[src/core/dfl_pkg.sv]
// package: register map, field positions and timing for the drive fault latch block
package dfl_pkg;

  // ---------------------------------------------------------------
  // register map (parameter ids)
  // ---------------------------------------------------------------
  localparam logic [11:0] DFL_ADDR_LATCH_STATUS = 12'h0A4;
  localparam logic [11:0] DFL_ADDR_FAULT_MASK   = 12'h0A7;

  // ---------------------------------------------------------------
  // event bit positions inside the mask and status words
  // ---------------------------------------------------------------
  localparam int DFL_BIT_FLASH_CRC  = 0;
  localparam int DFL_BIT_INT_ERROR  = 1;
  localparam int DFL_BIT_SHORT      = 2;
  localparam int DFL_BIT_DRV_TEMP   = 3;
  localparam int DFL_BIT_MOT_TEMP   = 4;
  localparam int DFL_BIT_OVER_VOLT  = 5;
  localparam int DFL_BIT_UNDER_VOLT = 6;
  localparam int DFL_BIT_FEEDBACK   = 7;
  localparam int DFL_BIT_PHASING    = 8;
  localparam int DFL_BIT_FOLLOW     = 9;
  localparam int DFL_BIT_CURR_LIMIT = 10;
  localparam int DFL_NUM_EVENTS     = 11;
  localparam int DFL_NUM_RAW        = 13;

  // ---------------------------------------------------------------
  // fixed and reset values
  // ---------------------------------------------------------------
  localparam logic [10:0] DFL_MASK_FORCED   = 11'h003;
  localparam logic [10:0] DFL_MASK_WRITABLE = 11'h7FC;
  localparam logic [10:0] DFL_MASK_RESET    = 11'h003;
  localparam logic [10:0] DFL_RECOVER_BITS  = 11'h178;

  // ---------------------------------------------------------------
  // timing
  // ---------------------------------------------------------------
  localparam int DFL_CLK_HZ        = 20_000_000;
  localparam int DFL_SHORT_HOLD_MS = 100;
  localparam int DFL_SHORT_HOLD_CYC = DFL_SHORT_HOLD_MS * (DFL_CLK_HZ / 1000);
  localparam int DFL_CNT_W         = 22;

  typedef enum logic [1:0] {
    DFL_SH_IDLE = 2'b01,
    DFL_SH_HOLD = 2'b10
  } dfl_short_e;

endpackage

[src/core/dfl_fault_latch.sv]
// drive fault mask, latch and output-disable logic
//
// Contract
// - mask bit set: event latches a fault
// - mask bit clear: event-specific recovery, no latch
// - latched faults cleared only via status register
// - mask bit 0 read-only, always set
// - corrupt flash at startup: disabled, faulted
// - bit 1 fixed set; self-test fail disables
// - short unmasked: disable 100 ms, re-enable
// - drive overtemp unmasked: re-enable when cool
// - motor overtemp unmasked: re-enable when inactive
// - overvoltage unmasked: re-enable when normal
// - undervoltage unmasked: re-enable when normal
// - feedback masked: any feedback event latches
// - feedback event from supply, disconnect, levels
// - phasing unmasked: re-enable when error removed
// - following error: latch+disable, else abort
// - current limiting masked: latch a fault
`timescale 1ns/1ps

module dfl_fault_latch
  import dfl_pkg::*;
#(
  parameter int SHORT_HOLD_CYC = DFL_SHORT_HOLD_CYC
) (
  // clock and reset
  input  wire logic        REF_CLK,
  input  wire logic        RESET_N,
  // monitor event inputs (asynchronous levels)
  input  wire logic        FLASH_CRC_BAD,
  input  wire logic        SELF_TEST_FAIL,
  input  wire logic        SHORT_DETECT,
  input  wire logic        DRIVE_OVER_TEMP,
  input  wire logic        MOTOR_OVER_TEMP,
  input  wire logic        BUS_OVER_VOLT,
  input  wire logic        BUS_UNDER_VOLT,
  input  wire logic        FB_SUPPLY_OVERCURR,
  input  wire logic        FB_SENSOR_OPEN,
  input  wire logic        FB_LEVEL_BAD,
  input  wire logic        PHASING_ERROR,
  input  wire logic        FOLLOWING_ERROR,
  input  wire logic        CURRENT_LIMITING,
  // parameter access port
  input  wire logic        PAR_WR,
  input  wire logic [11:0] PAR_ADDR,
  input  wire logic [31:0] PAR_WDATA,
  output logic      [31:0] PAR_RDATA,
  // drive control outputs
  output logic             OUTPUT_DISABLE,
  output logic             MOVE_ABORT,
  output logic             FAULT_LATCHED
);

  // ---------------------------------------------------------------
  // declarations
  // ---------------------------------------------------------------
  logic [DFL_NUM_RAW-1:0]    raw_in;
  logic [DFL_NUM_RAW-1:0]    sync1_r;
  logic [DFL_NUM_RAW-1:0]    sync2_r;
  logic [DFL_NUM_EVENTS-1:0] ev;
  logic                      fb_any;
  logic [DFL_NUM_EVENTS-1:0] mask_r;
  logic [DFL_NUM_EVENTS-1:0] mask_eff;
  logic [DFL_NUM_EVENTS-1:0] latched_r;
  logic [DFL_NUM_EVENTS-1:0] latched_nxt;
  logic [DFL_NUM_EVENTS-1:0] clr_bits;
  logic                      clr_wr;
  logic                      mask_wr;
  logic                      short_prev_r;
  logic                      short_rise;
  dfl_short_e                sh_state_r;
  dfl_short_e                sh_state_nxt;
  logic [DFL_CNT_W-1:0]      sh_cnt_r;
  logic                      sh_hold_nxt;
  logic                      recover_active;
  logic                      dis_nxt;
  logic                      out_dis_r;
  logic                      abort_r;
  logic                      latched_any_r;
  logic [31:0]               rdata_r;

  localparam logic [DFL_CNT_W-1:0] HOLD_LOAD = DFL_CNT_W'(SHORT_HOLD_CYC - 1);

  // ---------------------------------------------------------------
  // input synchronisers
  // ---------------------------------------------------------------
  assign raw_in = {CURRENT_LIMITING, FOLLOWING_ERROR, PHASING_ERROR,
                   FB_LEVEL_BAD, FB_SENSOR_OPEN, FB_SUPPLY_OVERCURR,
                   BUS_UNDER_VOLT, BUS_OVER_VOLT, MOTOR_OVER_TEMP,
                   DRIVE_OVER_TEMP, SHORT_DETECT, SELF_TEST_FAIL, FLASH_CRC_BAD};

  // monitors are off-domain; only the second stage is ever read
  genvar gi;
  generate
    for (gi = 0; gi < DFL_NUM_RAW; gi++) begin : g_sync
      always_ff @(posedge REF_CLK or negedge RESET_N) begin
        if (!RESET_N) begin
          sync1_r[gi] <= 1'b0;
          sync2_r[gi] <= 1'b0;
        end else begin
          sync1_r[gi] <= raw_in[gi];
          sync2_r[gi] <= sync1_r[gi];
        end
      end
    end
  endgenerate

  // ---------------------------------------------------------------
  // event vector
  // ---------------------------------------------------------------
  // three feedback sources sit on raw lines 7..9
  assign fb_any = sync2_r[9] | sync2_r[8] | sync2_r[7];

  // raw lines 0..6 map straight onto event bits; lines 10..12 shift down by two
  assign ev = {sync2_r[12], sync2_r[11], sync2_r[10], fb_any,
               sync2_r[DFL_BIT_UNDER_VOLT:DFL_BIT_FLASH_CRC]};

  // ---------------------------------------------------------------
  // fault mask register
  // ---------------------------------------------------------------
  assign mask_wr = PAR_WR && (PAR_ADDR == DFL_ADDR_FAULT_MASK);

  always_ff @(posedge REF_CLK or negedge RESET_N) begin
    if (!RESET_N) begin
      mask_r <= DFL_MASK_RESET;
    end else if (mask_wr) begin
      mask_r <= (PAR_WDATA[DFL_NUM_EVENTS-1:0] & DFL_MASK_WRITABLE) | DFL_MASK_FORCED;
    end
  end

  // integrity and self-test bits can never be masked off
  assign mask_eff = mask_r | DFL_MASK_FORCED;

  // ---------------------------------------------------------------
  // latched faults
  // ---------------------------------------------------------------
  assign clr_wr   = PAR_WR && (PAR_ADDR == DFL_ADDR_LATCH_STATUS);
  assign clr_bits = clr_wr ? PAR_WDATA[DFL_NUM_EVENTS-1:0] : '0;

  // set wins over clear so an event in the clearing cycle survives
  assign latched_nxt = (latched_r & ~clr_bits) | (ev & mask_eff);

  always_ff @(posedge REF_CLK or negedge RESET_N) begin
    if (!RESET_N) begin
      latched_r <= '0;
    end else begin
      latched_r <= latched_nxt;
    end
  end

  // ---------------------------------------------------------------
  // short-circuit hold timer (unmasked case)
  // ---------------------------------------------------------------
  always_ff @(posedge REF_CLK or negedge RESET_N) begin
    if (!RESET_N) begin
      short_prev_r <= 1'b0;
    end else begin
      short_prev_r <= ev[DFL_BIT_SHORT];
    end
  end

  assign short_rise = ev[DFL_BIT_SHORT] && !short_prev_r && !mask_eff[DFL_BIT_SHORT];

  always_comb begin
    sh_state_nxt = sh_state_r;
    case (sh_state_r)
      DFL_SH_IDLE: begin
        if (short_rise) begin
          sh_state_nxt = DFL_SH_HOLD;
        end
      end
      DFL_SH_HOLD: begin
        if (!short_rise && sh_cnt_r == '0) begin
          sh_state_nxt = DFL_SH_IDLE;
        end
      end
      default: begin
        sh_state_nxt = DFL_SH_IDLE;
      end
    endcase
  end

  always_ff @(posedge REF_CLK or negedge RESET_N) begin
    if (!RESET_N) begin
      sh_state_r <= DFL_SH_IDLE;
    end else begin
      sh_state_r <= sh_state_nxt;
    end
  end

  // a new short restarts the full hold time
  always_ff @(posedge REF_CLK or negedge RESET_N) begin
    if (!RESET_N) begin
      sh_cnt_r <= '0;
    end else if (short_rise) begin
      sh_cnt_r <= HOLD_LOAD;
    end else if (sh_cnt_r != '0) begin
      sh_cnt_r <= sh_cnt_r - 1'b1;
    end
  end

  assign sh_hold_nxt = (sh_state_nxt == DFL_SH_HOLD);

  // ---------------------------------------------------------------
  // output disable and move abort
  // ---------------------------------------------------------------
  // unmasked temperature, voltage and phasing events disable only while present
  assign recover_active = |(ev & ~mask_eff & DFL_RECOVER_BITS);

  assign dis_nxt = (|latched_nxt) | sh_hold_nxt | recover_active;

  always_ff @(posedge REF_CLK or negedge RESET_N) begin
    if (!RESET_N) begin
      out_dis_r     <= 1'b1;
      latched_any_r <= 1'b0;
    end else begin
      out_dis_r     <= dis_nxt;
      latched_any_r <= |latched_nxt;
    end
  end

  // unmasked following error aborts the move, drive stays enabled
  always_ff @(posedge REF_CLK or negedge RESET_N) begin
    if (!RESET_N) begin
      abort_r <= 1'b0;
    end else begin
      abort_r <= ev[DFL_BIT_FOLLOW] && !mask_eff[DFL_BIT_FOLLOW];
    end
  end

  assign OUTPUT_DISABLE = out_dis_r;
  assign MOVE_ABORT     = abort_r;
  assign FAULT_LATCHED  = latched_any_r;

  // ---------------------------------------------------------------
  // read path, one cycle latency
  // ---------------------------------------------------------------
  always_ff @(posedge REF_CLK or negedge RESET_N) begin
    if (!RESET_N) begin
      rdata_r <= '0;
    end else begin
      case (PAR_ADDR)
        DFL_ADDR_FAULT_MASK:   rdata_r <= {21'h000000, mask_eff};
        DFL_ADDR_LATCH_STATUS: rdata_r <= {21'h000000, latched_r};
        default:               rdata_r <= 32'h00000000;
      endcase
    end
  end

  assign PAR_RDATA = rdata_r;
endmodule

[config.mk]
export PLATFORM = sky130hd
export DESIGN_NAME = dfl_fault_latch
export DESIGN_NICKNAME = d
export VERILOG_FILES = /design/src/core/dfl_pkg.sv /design/src/core/dfl_fault_latch.sv
export SDC_FILE = /design/constraint.sdc
export NUM_CORES = 1
export LEC_CHECK = 0
export ABC_AREA = 1
export BUFFER_PORTS_ARGS = -buffer_cell sky130_fd_sc_hd__buf_2
export CORE_ASPECT_RATIO = 1.75
export CORE_UTILIZATION = 30
export CTS_BUF_LIST = sky130_fd_sc_hd__clkbuf_8
export DETAILED_ROUTE_END_ITERATION = 16
export PLACE_DENSITY_LB_ADDON = 0.1
export SYNTH_ARGS = -nofsm -noshare
export SYNTH_HDL_FRONTEND = slang
export SYNTH_SLANG_ARGS = --single-unit
[constraint.sdc]
create_clock -name REF_CLK -period 2.2 [get_ports REF_CLK]
set_clock_uncertainty 0.2 [all_clocks]
set_input_delay 0.44 -clock REF_CLK [delete_from_list [all_inputs] [get_ports REF_CLK]]
set_output_delay 0.44 -clock REF_CLK [all_outputs]
set_load 0.005 [all_outputs]
==> results.txt <==
The flow ran to the end, and the final reports show no timing, DRC or antenna violations. Walking the worst path, the cells encountered are inv_1, ha_2, inv_1, nor2_1, nand2_1, nor2_2, nand2_1, inv_2, nand2_1, o21ai_1, a21oi_1. The final net count is 539. The aggregate global-route resource usage is 0.142. The synthesized design contains 0 enable-type register cells. The row count is 53. The overall die area came out at 0.0129 mm^2. The estimated wirelength of the detail-placed design came out at 6.42 mm. STA classifies the critical path startpoint as a flop. The number of remaining DRC errors is 0. The depth of the worst register-to-register path is 11. The number of instances in the placed design came out at 615. Subtracting the final worst setup slack from the clock period gives 1.91 ns. In this design, the critical path's most frequently occurring cell is nand2_1. The required arrival time at the worst endpoint came out at 2.26 ns. The die boundary height came out at 149 um. The placer congestion estimate came out at 0.815. The library cell used most frequently in the layout, excluding fill and tap cells, is dfrtp_1. The H-tree was split into 3 levels.

After technology mapping, the gate count stands at 392. The worst register-to-register path has a setup slack of 0.29 ns. Max-cap violations in this run came to 0. The placeable core region is 0.0121 mm^2. For this design, the slowest cell found on the critical path is dfrtp_1. The starting density of the core is 0.309. Following the worst setup path forward leads to its endpoint at sh_cnt_r[12]$_DFFE_PN0N_. Entering global routing, the biggest net connects 36 pins. The number of primary I/O pins is 95. The synthesized design spends more area on one cell type than any other, namely dfrtp_1. The share of the Yosys chip area taken by registers is 0.572. The hold violation total from the final report came to 0. The initial antenna violation count came out at 0. Counting every sink on the clock net gives 85. The post-CTS clock slew at the launch and capture registers of the worst setup and hold paths is 0.10 ns.

The buffer levels on the longest clock path came out at 2. The final instance count without filler cells came out at 645. The utilization of the core after routing came out at 0.378. The share of synthesized area in the top cell type comes to 0.557.

Ranked by total cell area, the synthesized netlist is headed by dfrtp_1 (56%), nand2_1 (7.1%), nor2_1 (4.4%). The number of failing setup endpoints in the final timing report is 0. By area, the combinational part of the netlist is dominated by simple AND/OR/NAND/NOR gates. The largest fanout of any net on the critical path came out at 5. The total inserted antenna cells came out at 0. The synthesized design contains 85 register bits. The total routed wirelength is 8.32 mm. The cell sitting at the root of the clock tree is a clkbuf_8. The power per cell area came out at 894 mW/mm^2. During synthesis, Yosys emitted a total of 0 warnings. The later-pin clock latency in the skew report came out at 0.36 ns. The remaining global-route overflow is 0.

The arrival time at the worst endpoint came out at 1.97 ns. The type of element capturing the critical path is a flop. The fraction of registers with async set/reset is 1.00. The post-synthesis compound-gate area fraction is 0.0897. Setup repair after global routing left no endpoint under its margin.

The setup TNS is 0 ns. After detailed routing, the average wire length per cell comes to 12.9 um. The distinct cell type count after synthesis is 37. The leakage power is 0.00223 uW. The first-pass GRT wire length came out at 13.8 mm. The layout cell share with drive strength beyond 1 came out at 0.233. The kind of critical path is reg -> reg.

The startpoint of the worst-slack reg-to-reg timing path is sh_cnt_r[0]$_DFFE_PN0N_. The horizontal extent of the die came out at 86.2 um. Buffers placed on the I/O ports in this run total 52. The critical path runs through a total of 11 cells.

The total CTS buffers is 9. The worst supply voltage drop on vdd came out at 363 uV. TritonCTS built the clock tree. The adder-cell share of the synthesized area is 0.0134. The post-synthesis xor/xnor area fraction is 0.0118.

The area added between synthesis and finish came out at 22.4%. Across all hold checks on the routed design, the worst slack comes to 0.110 ns. The most instantiated flip-flop cell in the synthesis netlist is dfrtp_1. Broken down by cell family, the worst path's largest delay share belongs to simple AND/OR/NAND/NOR gates. The area fraction in and, or, nand and nor cells after synthesis is 0.203. In this run the critical register-to-register path is captured at sh_cnt_r[12]$_DFFE_PN0N_. In this run the worst setup path begins at sh_cnt_r[0]$_DFFE_PN0N_. The via count of the first global-routing pass came to 2817. Of the post-synthesis cell area, the part taken by muxes is 0.0121.

In this run the worst hold path is classified as in -> reg. The number of antenna-violating nets in the routed design came out at 0. The ratio of routed vias to standard cells came out at 4.26. The number of buffers and inverters on the critical path is 3. The final cycle utilization of the critical path came out at 0.866. The total vias in the final route is 2746. The average instance area after synthesis is 9.51 um^2. The number of violations reported at the end of detailed-routing iteration 0 came out at 71. Leaving out fill and tap cells, the most frequent cells in the layout are dfrtp_1 (83), nand2_1 (70), buf_2 (51), nor2_1 (43), inv_1 (39). The number of slew-limit violations in the final report was 0. The post-synth design cell area is 0.00373 mm^2.

The longest individual stage delay on the worst path is 0.38 ns. The maximum clock frequency is 525 MHz. The number of search-and-repair iterations in the first detailed-routing pass came out at 4.
## final cells by class
class | instances | area (um^2)
Clock buffer | 9 | 124
Clock inverter | 7 | 76.3
Fill cell | 1267 | 7510
Inverter | 49 | 185
Multi-Input combinational cell | 253 | 1320
Sequential cell | 85 | 2130
Tap cell | 165 | 206
Timing Repair Buffer | 77 | 523
## synthesized netlist by cell type (3+ instances only)
| cell type | count |
|---|---|
| nand2_2 | 3 |
| a21boi_2 | 3 |
| nand4_1 | 12 |
| nor2_1 | 44 |
| buf_2 | 3 |
| o21ai_1 | 7 |
| nand2_1 | 70 |
| xor2_1 | 3 |
| nor2_2 | 7 |
| nand3_1 | 12 |
| mux2_1 | 4 |
| a22o_1 | 5 |
| nor3_1 | 10 |
| ha_1 | 4 |
| o21ai_0 | 13 |
| inv_2 | 9 |
| o211ai_1 | 3 |
| dfrtp_1 | 83 |
| a21oi_1 | 15 |
| buf_4 | 21 |
| inv_1 | 39 |
## how the worst min path moves through the flow
stage                  from                 endpoint  slack [ns]  cells past startpoint
2_1_floorplan       RESET_N  FAULT_LATCHED$_DFF_PN0_       -0.06                      0
3_5_place_dp        RESET_N         ev[10]$_DFF_PN0_        0.12                      1
3_3_place_gp        RESET_N         ev[10]$_DFF_PN0_        0.12                      1
4_1_cts        PAR_WDATA[9]    mask_r[9]$_DFFE_PN0P_        0.08                      2
6_report       PAR_WDATA[9]    mask_r[9]$_DFFE_PN0P_        0.11                      2
5_1_grt        PAR_WDATA[9]    mask_r[9]$_DFFE_PN0P_         0.1                      2
## worst register-to-register path, stage by stage (launching register included)
cell and delay [ns]:
dfrtp_1 0.38, inv_1 0.13, ha_2 0.23, inv_1 0.07, nor2_1 0.14, nand2_1 0.12, nor2_2 0.11, nand2_1 0.11
inv_2 0.10, nand2_1 0.07, o21ai_1 0.12, a21oi_1 0.05
## report_power, final
part | switching, uW | internal [uW] | leakage (uW)
registers | 204 | 1800 | 0.000993
clock network | 650 | 451 | 0.000103
logic | 610 | 360 | 0.00113
total | 1460 | 2610 | 0.00223
## per-layer routing
| metal | track usage | share of wire |
|---|---|---|
| met5 | 0 | 0 |
| met3 | 0.0347 | 0.042 |
| met2 | 0.271 | 0.57 |
| met1 | 0.148 | 0.37 |
| met4 | 0.0475 | 0.014 |
## what timing repair did
action,4_1_cts,5_1_grt
buffers inserted,0,0
setup endpoints to repair,0,1
endpoints found under the hold margin,41,0
hold buffers,14,0
gates resized for setup,0,2
## logic make-up after synthesis
group,count (synthesis)
compound gates,52
flops,85
other cells,1
fa+ha+maj,4
buf+inv,74
xor+xnor,5
mux,4
simple gates,167
## state kept, by name, summed over array words and instances, names as in the netlist
| signal | flops |
|---|---|
| sh_state_r | 2 |
| MOVE_ABORT | 1 |
| PAR_RDATA | 11 |
| FAULT_LATCHED | 1 |
| ev | 10 |
| short_prev_r | 1 |
| OUTPUT_DISABLE | 1 |
| mask_r | 9 |
| latched_r | 11 |
| sh_cnt_r | 22 |
| sync2_r | 3 |
| sync1_r | 13 |
## metrics by stage
step / cell area, um^2 / setup WS [ns] / total power [uW]
6_report: 4560 / 0.294 / 4070
3_3_place_gp: 4210 / 0.160 / 2970
4_1_cts: 4550 / 0.233 / 4150
2_1_floorplan: 3800 / 0.458 / 2700
3_5_place_dp: 4210 / 0.150 / 2990
5_1_grt: 4560 / 0.0383 / 4380
No activity file was read; power rests on OpenSTA's default activity.
